<file path="src/hdl/ebh_pkg.sv">
package ebh_pkg;

  // ---------------------------------------------------------------------------
  // bus widths
  // ---------------------------------------------------------------------------
  localparam int unsigned DATA_W = 32;  // peripheral data bus width
  localparam int unsigned ADDR_W = 32;  // peripheral address bus width
  localparam int unsigned BE_W   = 4;   // byte-enable lines

  // ---------------------------------------------------------------------------
  // timing and reset values
  // ---------------------------------------------------------------------------
  localparam int unsigned CLK_DIV_HALF = 1;             // sys cycles per half period of bus clock
  localparam logic [3:0]  RST_STRETCH  = 4'h8;          // sys cycles bus reset is held after release
  localparam logic [7:0]  ERR_CNT_RST  = 8'h00;         // error counter value after reset
  localparam logic        PRI_HIGH     = 1'b0;          // priority level meaning high

  // ---------------------------------------------------------------------------
  // device ownership states
  // ---------------------------------------------------------------------------
  typedef enum logic [1:0] {
    EBH_OWN     = 2'b00,  // device drives the bus
    EBH_GRANTED = 2'b01,  // external master owns the bus
    EBH_RECLAIM = 2'b10,  // reclaim asked, waiting for hold release
    EBH_TURN    = 2'b11   // one idle cycle before device drives again
  } ebh_own_t;

  // transfer source for device-driven cycles
  typedef enum logic {
    EBH_SRC_PERIPH = 1'b0,  // peripheral controller
    EBH_SRC_DMA    = 1'b1   // dma controller
  } ebh_src_t;

endpackage

</file>
<file path="src/hdl/ebh_if.sv">
`timescale 1ns/10ps
// shared peripheral bus between device and external master; each line has
// one output and one active-low output enable per party
interface ebh_if;
  // clock and reset from device
  logic        bus_clk;
  logic        bus_rst;
  // ownership handshake
  logic        hold_req;
  logic        hold_grant;
  logic        reclaim_req;
  logic        xfer_priority;
  logic        xfer_req;
  logic        xfer_ack;
  logic        ready;
  logic        error;
  // device side of the shared lines
  logic [31:0] dev_data_o;
  logic        dev_data_oe_n;
  logic [31:0] dev_addr_o;
  logic [3:0]  dev_be_o;
  logic        dev_rw_o;
  logic        dev_last_o;
  logic        dev_we_o;
  logic        dev_ctl_oe_n;
  // master side of the shared lines
  logic [31:0] mst_data_o;
  logic        mst_data_oe_n;
  logic [31:0] mst_addr_o;
  logic [3:0]  mst_be_o;
  logic        mst_rw_o;
  logic        mst_last_o;
  logic        mst_we_o;
  logic        mst_ctl_oe_n;
  // resolved wire levels (driven by the bench)
  logic [31:0] data;
  logic [31:0] addr;
  logic [3:0]  be;
  logic        rw;
  logic        last;
  logic        we;

  modport dev (
    output bus_clk, bus_rst, hold_grant, reclaim_req, xfer_ack,
    input  hold_req, xfer_priority, xfer_req, ready, error,
    output dev_data_o, dev_data_oe_n, dev_addr_o, dev_be_o, dev_rw_o, dev_last_o, dev_we_o, dev_ctl_oe_n,
    input  data, addr, be, rw, last, we
  );
  modport mst (
    input  bus_clk, bus_rst, hold_grant, reclaim_req, xfer_ack, ready,
    output hold_req, xfer_priority, xfer_req, error,
    output mst_data_o, mst_data_oe_n, mst_addr_o, mst_be_o, mst_rw_o, mst_last_o, mst_we_o, mst_ctl_oe_n,
    input  data
  );
endinterface

</file>
<file path="src/hdl/ebh_dev.sv">
`timescale 1ns/10ps
// Operation
// - master raises hold request to own bus
// - device grants hold to requesting master
// - master gives priority, low means high
// - device raises reclaim request to regain bus
// - device drives shared lines only when owner
// - byte enables are inputs while master owns
// - byte enables whole-cycle or per-byte write mode
// - byte enables from peripheral or dma controller
// - write strobe is and of byte enables
// - read/write from peripheral or dma controller
// - master raises transfer request when ready
// - device acknowledges each master data transfer
// - device records peripheral error reports
// - device outputs peripheral bus clock
// - device outputs peripheral bus reset
// - data phase waits for peripheral ready
module ebh_dev (
  // clock and reset
  input  wire logic                    i_sys_clk,
  input  wire logic                    i_rst_n,
  // device transfer request from internal controllers
  input  wire logic                    i_xfer_start,
  input  wire ebh_pkg::ebh_src_t       i_xfer_src,
  input  wire logic                    i_xfer_write,
  input  wire logic                    i_xfer_last,
  input  wire logic [31:0]             i_xfer_addr,
  input  wire logic [31:0]             i_xfer_wdata,
  input  wire logic [3:0]              i_periph_be,
  input  wire logic [3:0]              i_dma_be,
  input  wire logic                    i_periph_rw,
  input  wire logic                    i_dma_rw,
  input  wire logic                    i_be_per_byte,
  input  wire logic                    i_need_bus,
  output logic                         o_xfer_busy,
  output logic                         o_xfer_done,
  output logic [31:0]                  o_xfer_rdata,
  // status toward the system
  output logic                         o_master_owns,
  output logic                         o_mst_high_pri,
  output logic [7:0]                   o_err_count,
  output logic                         o_err_seen,
  // external bus
  ebh_if.dev                           bus
);

  // ---------------------------------------------------------------------------
  // state
  // ---------------------------------------------------------------------------
  typedef struct packed {
    ebh_pkg::ebh_own_t own;        // ownership state
    logic              hreq_m;     // hold request sync stage 1
    logic              hreq_s;     // hold request synced
    logic              xreq_m;     // transfer request sync stage 1
    logic              xreq_s;     // transfer request synced
    logic              xreq_d;     // previous synced transfer request
    logic              rdy_m;      // ready sync stage 1
    logic              rdy_s;      // ready synced
    logic              err_m;      // error sync stage 1
    logic              err_s;      // error synced
    logic              err_d;      // previous synced error
    logic              pri_m;      // priority sync stage 1
    logic              pri_s;      // priority synced
    logic              ack;        // master transfer ack pulse
    logic              busy;       // device data phase active
    logic              done;       // device transfer done pulse
    logic              per_byte;   // latched byte-enable mode
    ebh_pkg::ebh_src_t src;        // latched transfer source
    logic              wr;         // latched direction
    logic              last;       // latched burst-last
    logic [31:0]       addr;       // latched address
    logic [31:0]       wdata;      // latched write data
    logic [31:0]       rdata;      // captured read data
    logic [7:0]        errs;       // error count
    logic              err_seen;   // sticky error flag
    logic              clk_out;    // bus clock level
    logic [3:0]        rst_cnt;    // bus reset stretch
  } ebh_dev_st_t;

  ebh_dev_st_t st_r;   // registered state
  ebh_dev_st_t st_nxt; // next state
  logic [3:0]  be_sel; // selected controller byte enables
  logic        rw_sel; // selected controller direction

  // ---------------------------------------------------------------------------
  // controller selection
  // ---------------------------------------------------------------------------
  always_comb begin
    // pick byte enables and direction by transfer source
    be_sel = (st_r.src == ebh_pkg::EBH_SRC_DMA) ? i_dma_be : i_periph_be;
    rw_sel = (st_r.src == ebh_pkg::EBH_SRC_DMA) ? i_dma_rw : i_periph_rw;
    // whole-cycle mode keeps enables on; per-byte mode drops them on reads (rw high)
    if (st_r.per_byte && rw_sel) begin
      be_sel = 4'h0;
    end
  end

  // ---------------------------------------------------------------------------
  // next state
  // ---------------------------------------------------------------------------
  always_comb begin
    st_nxt = st_r;
    // two-stage synchronisers for pin inputs
    st_nxt.hreq_m = bus.hold_req;
    st_nxt.hreq_s = st_r.hreq_m;
    st_nxt.xreq_m = bus.xfer_req;
    st_nxt.xreq_s = st_r.xreq_m;
    st_nxt.xreq_d = st_r.xreq_s;
    st_nxt.rdy_m  = bus.ready;
    st_nxt.rdy_s  = st_r.rdy_m;
    st_nxt.err_m  = bus.error;
    st_nxt.err_s  = st_r.err_m;
    st_nxt.err_d  = st_r.err_s;
    st_nxt.pri_m  = bus.xfer_priority;
    st_nxt.pri_s  = st_r.pri_m;
    st_nxt.ack    = 1'b0;
    st_nxt.done   = 1'b0;
    // free-running bus clock, divide by two
    st_nxt.clk_out = ~st_r.clk_out;
    // bus reset stretch after system reset
    if (st_r.rst_cnt != 4'h0) begin
      st_nxt.rst_cnt = st_r.rst_cnt - 4'h1;
    end
    // record each new error report
    if (st_r.err_s && !st_r.err_d) begin
      st_nxt.errs     = (st_r.errs == 8'hff) ? st_r.errs : st_r.errs + 8'h01;
      st_nxt.err_seen = 1'b1;
    end
    // ownership
    unique case (st_r.own)
      ebh_pkg::EBH_OWN: begin
        // grant only between device transfers
        if (st_r.hreq_s && !st_r.busy && !i_xfer_start) begin
          st_nxt.own = ebh_pkg::EBH_GRANTED;
        end
      end
      ebh_pkg::EBH_GRANTED: begin
        // acknowledge each new master transfer request
        if (st_r.xreq_s && !st_r.xreq_d) begin
          st_nxt.ack = 1'b1;
        end
        if (!st_r.hreq_s) begin
          st_nxt.own = ebh_pkg::EBH_TURN;
        end else if (i_need_bus) begin
          st_nxt.own = ebh_pkg::EBH_RECLAIM;
        end
      end
      ebh_pkg::EBH_RECLAIM: begin
        if (st_r.xreq_s && !st_r.xreq_d) begin
          st_nxt.ack = 1'b1;
        end
        // master is expected to drop hold soon
        if (!st_r.hreq_s) begin
          st_nxt.own = ebh_pkg::EBH_TURN;
        end
      end
      ebh_pkg::EBH_TURN: begin
        // grant already low; one idle cycle before driving
        st_nxt.own = ebh_pkg::EBH_OWN;
      end
    endcase
    // device transfer
    if (!st_r.busy) begin
      if (i_xfer_start && st_r.own == ebh_pkg::EBH_OWN && !st_r.hreq_s) begin
        st_nxt.busy     = 1'b1;
        st_nxt.src      = i_xfer_src;
        st_nxt.wr       = i_xfer_write;
        st_nxt.last     = i_xfer_last;
        st_nxt.addr     = i_xfer_addr;
        st_nxt.wdata    = i_xfer_wdata;
        st_nxt.per_byte = i_be_per_byte;
      end
    end else if (st_r.rdy_s) begin
      st_nxt.busy = 1'b0;
      st_nxt.done = 1'b1;
      if (!st_r.wr) begin
        st_nxt.rdata = bus.data;
      end
    end
    if (!i_rst_n) begin
      st_nxt = '0;
      st_nxt.errs    = ebh_pkg::ERR_CNT_RST;
      st_nxt.rst_cnt = ebh_pkg::RST_STRETCH;
    end
  end

  // ---------------------------------------------------------------------------
  // state register
  // ---------------------------------------------------------------------------
  always_ff @(posedge i_sys_clk) begin
    st_r <= st_nxt;
  end

  // ---------------------------------------------------------------------------
  // outputs
  // ---------------------------------------------------------------------------
  logic owner; // device owns the shared lines
  assign owner = (st_r.own == ebh_pkg::EBH_OWN);

  assign bus.bus_clk       = st_r.clk_out;
  assign bus.bus_rst       = (st_r.rst_cnt != 4'h0);
  assign bus.hold_grant    = (st_r.own == ebh_pkg::EBH_GRANTED) ||
                             (st_r.own == ebh_pkg::EBH_RECLAIM);
  assign bus.reclaim_req   = (st_r.own == ebh_pkg::EBH_RECLAIM);
  assign bus.xfer_ack      = st_r.ack;
  // shared lines released when master owns; enables are inputs then
  assign bus.dev_ctl_oe_n  = ~owner;
  assign bus.dev_data_oe_n = ~(owner && st_r.busy && st_r.wr);
  assign bus.dev_data_o    = st_r.wdata;
  assign bus.dev_addr_o    = st_r.addr;
  assign bus.dev_be_o      = st_r.busy ? be_sel : 4'h0;
  assign bus.dev_we_o      = st_r.busy ? &be_sel : 1'b0;
  assign bus.dev_rw_o      = st_r.busy ? rw_sel : 1'b1;
  assign bus.dev_last_o    = st_r.busy && st_r.last;

  assign o_xfer_busy    = st_r.busy;
  assign o_xfer_done    = st_r.done;
  assign o_xfer_rdata   = st_r.rdata;
  assign o_master_owns  = ~owner;
  assign o_mst_high_pri = (st_r.pri_s == ebh_pkg::PRI_HIGH);
  assign o_err_count    = st_r.errs;
  assign o_err_seen     = st_r.err_seen;

endmodule // ebh_dev

</file>
<file path="src/flat_wrapper.sv">
// flat-port wrapper written by rule: the top's interface ports become plain ports
module ebh_dev_flat 
  (i_sys_clk, i_rst_n, i_xfer_start, i_xfer_src, i_xfer_write, i_xfer_last, i_xfer_addr, i_xfer_wdata, i_periph_be, i_dma_be, i_periph_rw, i_dma_rw, i_be_per_byte, i_need_bus, o_xfer_busy, o_xfer_done, o_xfer_rdata, o_master_owns, o_mst_high_pri, o_err_count, o_err_seen, bus_bus_clk, bus_bus_rst, bus_hold_grant, bus_reclaim_req, bus_xfer_ack, bus_hold_req, bus_xfer_priority, bus_xfer_req, bus_ready, bus_error, bus_dev_data_o, bus_dev_data_oe_n, bus_dev_addr_o, bus_dev_be_o, bus_dev_rw_o, bus_dev_last_o, bus_dev_we_o, bus_dev_ctl_oe_n, bus_data, bus_addr, bus_be, bus_rw, bus_last, bus_we);
  ebh_if bus_i ();
  input  wire logic i_sys_clk;
  input  wire logic i_rst_n;
  input  wire logic i_xfer_start;
  input  wire ebh_pkg::ebh_src_t i_xfer_src;
  input  wire logic i_xfer_write;
  input  wire logic i_xfer_last;
  input  wire logic [31:0] i_xfer_addr;
  input  wire logic [31:0] i_xfer_wdata;
  input  wire logic [3:0] i_periph_be;
  input  wire logic [3:0] i_dma_be;
  input  wire logic i_periph_rw;
  input  wire logic i_dma_rw;
  input  wire logic i_be_per_byte;
  input  wire logic i_need_bus;
  output logic o_xfer_busy;
  output logic o_xfer_done;
  output logic [31:0] o_xfer_rdata;
  output logic o_master_owns;
  output logic o_mst_high_pri;
  output logic [7:0] o_err_count;
  output logic o_err_seen;
  output wire logic [$bits(bus_i.bus_clk)-1:0] bus_bus_clk;
  output wire logic [$bits(bus_i.bus_rst)-1:0] bus_bus_rst;
  output wire logic [$bits(bus_i.hold_grant)-1:0] bus_hold_grant;
  output wire logic [$bits(bus_i.reclaim_req)-1:0] bus_reclaim_req;
  output wire logic [$bits(bus_i.xfer_ack)-1:0] bus_xfer_ack;
  input wire logic [$bits(bus_i.hold_req)-1:0] bus_hold_req;
  input wire logic [$bits(bus_i.xfer_priority)-1:0] bus_xfer_priority;
  input wire logic [$bits(bus_i.xfer_req)-1:0] bus_xfer_req;
  input wire logic [$bits(bus_i.ready)-1:0] bus_ready;
  input wire logic [$bits(bus_i.error)-1:0] bus_error;
  output wire logic [$bits(bus_i.dev_data_o)-1:0] bus_dev_data_o;
  output wire logic [$bits(bus_i.dev_data_oe_n)-1:0] bus_dev_data_oe_n;
  output wire logic [$bits(bus_i.dev_addr_o)-1:0] bus_dev_addr_o;
  output wire logic [$bits(bus_i.dev_be_o)-1:0] bus_dev_be_o;
  output wire logic [$bits(bus_i.dev_rw_o)-1:0] bus_dev_rw_o;
  output wire logic [$bits(bus_i.dev_last_o)-1:0] bus_dev_last_o;
  output wire logic [$bits(bus_i.dev_we_o)-1:0] bus_dev_we_o;
  output wire logic [$bits(bus_i.dev_ctl_oe_n)-1:0] bus_dev_ctl_oe_n;
  input wire logic [$bits(bus_i.data)-1:0] bus_data;
  input wire logic [$bits(bus_i.addr)-1:0] bus_addr;
  input wire logic [$bits(bus_i.be)-1:0] bus_be;
  input wire logic [$bits(bus_i.rw)-1:0] bus_rw;
  input wire logic [$bits(bus_i.last)-1:0] bus_last;
  input wire logic [$bits(bus_i.we)-1:0] bus_we;
  assign bus_bus_clk = bus_i.bus_clk;
  assign bus_bus_rst = bus_i.bus_rst;
  assign bus_hold_grant = bus_i.hold_grant;
  assign bus_reclaim_req = bus_i.reclaim_req;
  assign bus_xfer_ack = bus_i.xfer_ack;
  assign bus_i.hold_req = bus_hold_req;
  assign bus_i.xfer_priority = bus_xfer_priority;
  assign bus_i.xfer_req = bus_xfer_req;
  assign bus_i.ready = bus_ready;
  assign bus_i.error = bus_error;
  assign bus_dev_data_o = bus_i.dev_data_o;
  assign bus_dev_data_oe_n = bus_i.dev_data_oe_n;
  assign bus_dev_addr_o = bus_i.dev_addr_o;
  assign bus_dev_be_o = bus_i.dev_be_o;
  assign bus_dev_rw_o = bus_i.dev_rw_o;
  assign bus_dev_last_o = bus_i.dev_last_o;
  assign bus_dev_we_o = bus_i.dev_we_o;
  assign bus_dev_ctl_oe_n = bus_i.dev_ctl_oe_n;
  assign bus_i.data = bus_data;
  assign bus_i.addr = bus_addr;
  assign bus_i.be = bus_be;
  assign bus_i.rw = bus_rw;
  assign bus_i.last = bus_last;
  assign bus_i.we = bus_we;
  ebh_dev u_core (.i_sys_clk(i_sys_clk), .i_rst_n(i_rst_n), .i_xfer_start(i_xfer_start), .i_xfer_src(i_xfer_src), .i_xfer_write(i_xfer_write), .i_xfer_last(i_xfer_last), .i_xfer_addr(i_xfer_addr), .i_xfer_wdata(i_xfer_wdata), .i_periph_be(i_periph_be), .i_dma_be(i_dma_be), .i_periph_rw(i_periph_rw), .i_dma_rw(i_dma_rw), .i_be_per_byte(i_be_per_byte), .i_need_bus(i_need_bus), .o_xfer_busy(o_xfer_busy), .o_xfer_done(o_xfer_done), .o_xfer_rdata(o_xfer_rdata), .o_master_owns(o_master_owns), .o_mst_high_pri(o_mst_high_pri), .o_err_count(o_err_count), .o_err_seen(o_err_seen), .bus(bus_i));
endmodule
</file>
<file path="config.mk">
export PLATFORM = sky130hd
export DESIGN_NAME = ebh_dev_flat
export DESIGN_NICKNAME = d
export VERILOG_FILES = /design/src/hdl/ebh_pkg.sv /design/src/hdl/ebh_if.sv /design/src/hdl/ebh_dev.sv /design/src/flat_wrapper.sv
export SDC_FILE = /design/constraint.sdc
export NUM_CORES = 1
export LEC_CHECK = 0
export BUFFER_PORTS_ARGS = -buffer_cell sky130_fd_sc_hd__buf_2
export CAP_MARGIN = 25
export CORE_MARGIN = 3
export CORE_UTILIZATION = 40
export CTS_BUF_LIST = sky130_fd_sc_hd__clkbuf_4 sky130_fd_sc_hd__clkbuf_8 sky130_fd_sc_hd__clkbuf_16
export CTS_CLUSTER_DIAMETER = 80
export DETAILED_ROUTE_END_ITERATION = 10
export PLACE_DENSITY = 0.72
export REMOVE_ABC_BUFFERS = 1
export SYNTH_ARGS = -nofsm -noshare
export SYNTH_HDL_FRONTEND = slang
export SYNTH_SLANG_ARGS = --single-unit
</file>
<file path="constraint.sdc">
create_clock -name i_sys_clk -period 2.38 [get_ports i_sys_clk]
set_input_delay 0.476 -clock i_sys_clk [delete_from_list [all_inputs] [get_ports i_sys_clk]]
set_output_delay 0.476 -clock i_sys_clk [all_outputs]
set_load 0.03 [all_outputs]
</file>
==> run_results.csv <==
group,metric,value,unit
run_status,outcome,"complete, no violations",
synthesis,synth_edf_count,0,
route,via_count,4570,
layout,drive_gt1_frac,0.3503,
setup_path,worstPathRequired,1.90,ns
global_routing,grt_pass1_wl,19.26,mm
sta,setup_violations,0,
route,first_pass_iters,4,
setup_path,critical-path-top-delay-family,"flip-flops",
clocking,cts_hold_buffers,0,
run,drv_cap,0,
global_routing,grt_overflow,0,
min_path,worstHoldEndpoint,"u_core.st_r[121]$_SDFF_PN0_",
synthesis,synth_area,5549,sq um
sta,fin_crit,2.190,ns
place,dp.cells,969,
pwr,power.internal,4.864,mW
sta,final_max_slew_viol_count,0,
synthesis,synthMuxAreaShare,0.01082,
synthesis,synth_adder_area_share,0.01578,
pwr,total_power,7.262,mW
min_path,hold_class,"input pin to flop",
floorplanning,initial_core_util,0.4141,
sta,fin_crit_sh,0.9200,
synthesis,ys.flop_type,"dfxtp_1",
floorplanning,die_x,123.8,microns
layout,fillers,1304,
setup_path,worstSetupEndpointType,"primary output",
floorplanning,die_area,15320,sq um
min_path,hp-start,"bus_error",
clocking,cts_buffer_depth,2,
layout,final_cell_area,6771,sq um
sta,finalClockSkew,0.006601,ns
synthesis,synth_compound_area_frac,0.1152,
synthesis,ys_top_cells_by_count,"nand2_1 (206), dfxtp_1 (131), buf_4 (107), a21oi_1 (103), clkbuf_1 (26)",
synthesis,synth_simple_gate_area_share,0.2000,
synthesis,ys_seq_area_frac,0.4726,
pwr,p_clk_frac,0.379,
clocking,cts_tree,"done",
layout,nets,977,
clocking,clk_latency,0.41,ns
place,finalWeightedCongestion,0.7360,
clocking,h-tree-depth,4,
sta,relSlewSlack,0.6089,
place,dp.final_hpwl,8.824,mm
setup_path,worst-setup-path-type,"flop to primary output",
floorplanning,fp.dieH,123.8,microns
layout,antennaDiodeCount,0,
route,drcViolationCount,0,
synthesis,yosysTopAreaCellShare,0.4726,
clocking,root_buffer,"clkbuf_16",
synthesis,ys_seq_elements,131,
floorplanning,core.rowCount,42,
route,drtIter0Drc,161,
clocking,clock-sinks,131,
synthesis,synth.most_common_cell,"nand2_1",
setup_path,critPathMaxFanout,3,
pwr,comb_power_share,0.261,
synthesis,synth_top_family_by_area,"simple AND/OR/NAND/NOR gates",
route,postRouteAntennaNets,0,
sta,rsz0062_at_grt,"no",
pwr,swShare,0.3302,
layout,finish.utilization,0.5053,
setup_path,r2r-end,"u_core.st_r[112]$_SDFFE_PN0P_",
synthesis,syn_area_per_cell,8.089,sq um
floorplanning,core-area,13400,sq um
sta,clock.fmax,0.4567,GHz
layout,area_delta_synth_final,22.03,%
min_path,whs_path_depth,2,
setup_path,r2r_setup_slack,0.58,ns
clocking,cts.clk_slew.worst_paths,0.05,ns
floorplanning,design.portCount,281,
setup_path,startpoint_type,"flop",
pwr,seqPwrFrac,0.359,
setup_path,cp_data_arrival_time,1.71,ns
synthesis,ys_async_sr_fraction,0,
route,routed_wl,12.61,mm
layout,stdcell_count,1001,
global_routing,grt_max_degree,69,
pwr,p_switching,2.397,mW
route,routed_via_density,4.565,
clocking,cts_setup_buffers,0,
setup_path,cp_slowest_cell,"dfxtp_1",
setup_path,crit_buf_inv,1,
pwr,power_density,1072,nW/um^2
pwr,leakage,3.146,nW
global_routing,grt.total_usage,0.1594,
place,place_area,6136,sq um
synthesis,synth_area_leaders,"dfxtp_1 (47%), buf_4 (14%), nand2_1 (14%), a21oi_1 (9.3%), and2_1 (1.9%)",
route,wire_per_inst,12.59,microns
sta,hold_violations,0,
synthesis,yosysTopAreaCell,"dfxtp_1",
setup_path,rr_startpoint,"u_core.st_r[129]$_SDFFE_PN0P_",
synthesis,synth_xor_area_frac,0.007892,
pwr,ir_worst_vdd,0.5302,mV
sta,tightestPinTransition,0.5867,ns
global_routing,antenna_found_initial,0,
global_routing,grt_pass1_vias,4223,
setup_path,worstRegToRegCells,7,
clocking,numCtsBuffers,17,
place,portBuffers,241,
synthesis,synthCells,686,
synthesis,yosys_warnings,0,
synthesis,ys_types,39,
setup_path,max_stage_delay,0.35,ns
setup_path,worstPathCellList,"mux2i_1, o21ai_0, nor2_1, and3_1, buf_2",
[per-stage QoR]
stage	setup slack, ns	hold WS [ns]	TNS (ns)
after CTS	0.06859	0.2453	0
after global placement	0.4525	0.3902	0
after detailed placement	0.4069	0.3969	0
final	0.1903	0.2721	0
after floorplan	-0.5214	0.4118	-42.44
after global routing	0.05659	0.2509	0
[flip-flops by register name, summed over array words and instances, names as in the netlist]
name	count
u_core.o_xfer_busy	1
u_core.bus.xfer_ack	1
u_core.o_err_count	8
u_core.o_err_seen	1
u_core.bus.bus_clk	1
u_core.o_xfer_done	1
u_core.st_r	22
u_core.o_xfer_rdata	32
u_core.bus.dev_data_o	32
u_core.bus.dev_addr_o	32
[placed cells by master, fill, tap and decap left out, types with 4 or more instances in the layout]
master	Yosys	layout
and2_1	17	17
buf_2	8	241
dfxtp_1	131	130
buf_4	107	6
nand3_1	7	7
inv_1	8	8
ha_1	7	7
a21oi_1	103	103
clkinv_2	0	5
nor2_1	16	15
o21ai_0	5	5
bufinv_16	0	4
mux2i_1	6	6
nand2_1	206	206
clkbuf_16	0	17
[cell families (layout without fill, tap and decap cells)]
logic type      count (synthesis)  in the layout
xor+xnor                        5              5
compound gates                120            120
mux                             6              6
simple gates                  264            264
flops                         131            131
fa+ha+maj                       7              7
buf+inv                       153            292
[power by group through the flow]
| stage | combinational (mW) | clock, mW | sequential [mW] |
|---|---|---|---|
| 5_1_grt | 2.09 | 2.92 | 2.64 |
| 4_1_cts | 1.92 | 2.83 | 2.61 |
| 3_3_place_gp | 1.90 | 0 | 2.64 |
| 2_1_floorplan | 0.869 | 0 | 3.05 |
| 6_report | 1.90 | 2.75 | 2.61 |
| 3_5_place_dp | 1.91 | 0 | 2.65 |
[what timing repair did]
item | in CTS | in global routing
setup endpoints to repair | 0 | 1
gates resized for setup | 0 | 1
hold endpoints to repair | 0 | 0
[worst reg2reg max path: stages (launching register included)]
cell and delay, ns:
dfxtp_1 0.31, inv_1 0.14, ha_1 0.27, inv_2 0.08
nor4b_4 0.33, buf_12 0.29, nand2_1 0.19, a21oi_1 0.12
[final cells by class]
type / count / area (sq um) / share of cell area
sequential: 131 / 2624 / 0.3875
multi-input combinational: 402 / 1943 / 0.2870
timing repair buffer: 250 / 1311 / 0.1936
clock buffer: 19 / 452.9 / 0.06689
tap: 176 / 220.2 / 0.03252
clock inverter: 13 / 181.4 / 0.02679
inverter: 10 / 38.79 / 0.005728
[worst max path at each step]
stage	cells past startpoint	from	slack, ns	to
CTS	4	u_core.o_xfer_busy$_SDFF_PN0_	0.07	bus_dev_we_o
global placement	6	i_dma_rw	0.45	bus_dev_we_o
floorplan	6	u_core.st_r[129]$_SDFFE_PN0P_	-0.52	u_core.bus.dev_addr_o[0]$_SDFFE_PN0P_
global route	5	u_core.st_r[112]$_SDFFE_PN0P_	0.06	bus_dev_we_o
detailed placement	6	i_dma_rw	0.41	bus_dev_we_o
finish	5	u_core.st_r[112]$_SDFFE_PN0P_	0.19	bus_dev_we_o
[per-layer routing]
metal	track usage	share of wire	vias up	wire length [microns]
met5	0	0	-	0
met4	0.07266	0.015	0	193
met3	0.06994	0.11	16	1401
met2	0.2677	0.47	185	5981
met1	0.1731	0.40	2017	5031
li1	-	-	2352	-
Note: power is estimated with default switching activity, not from simulation.
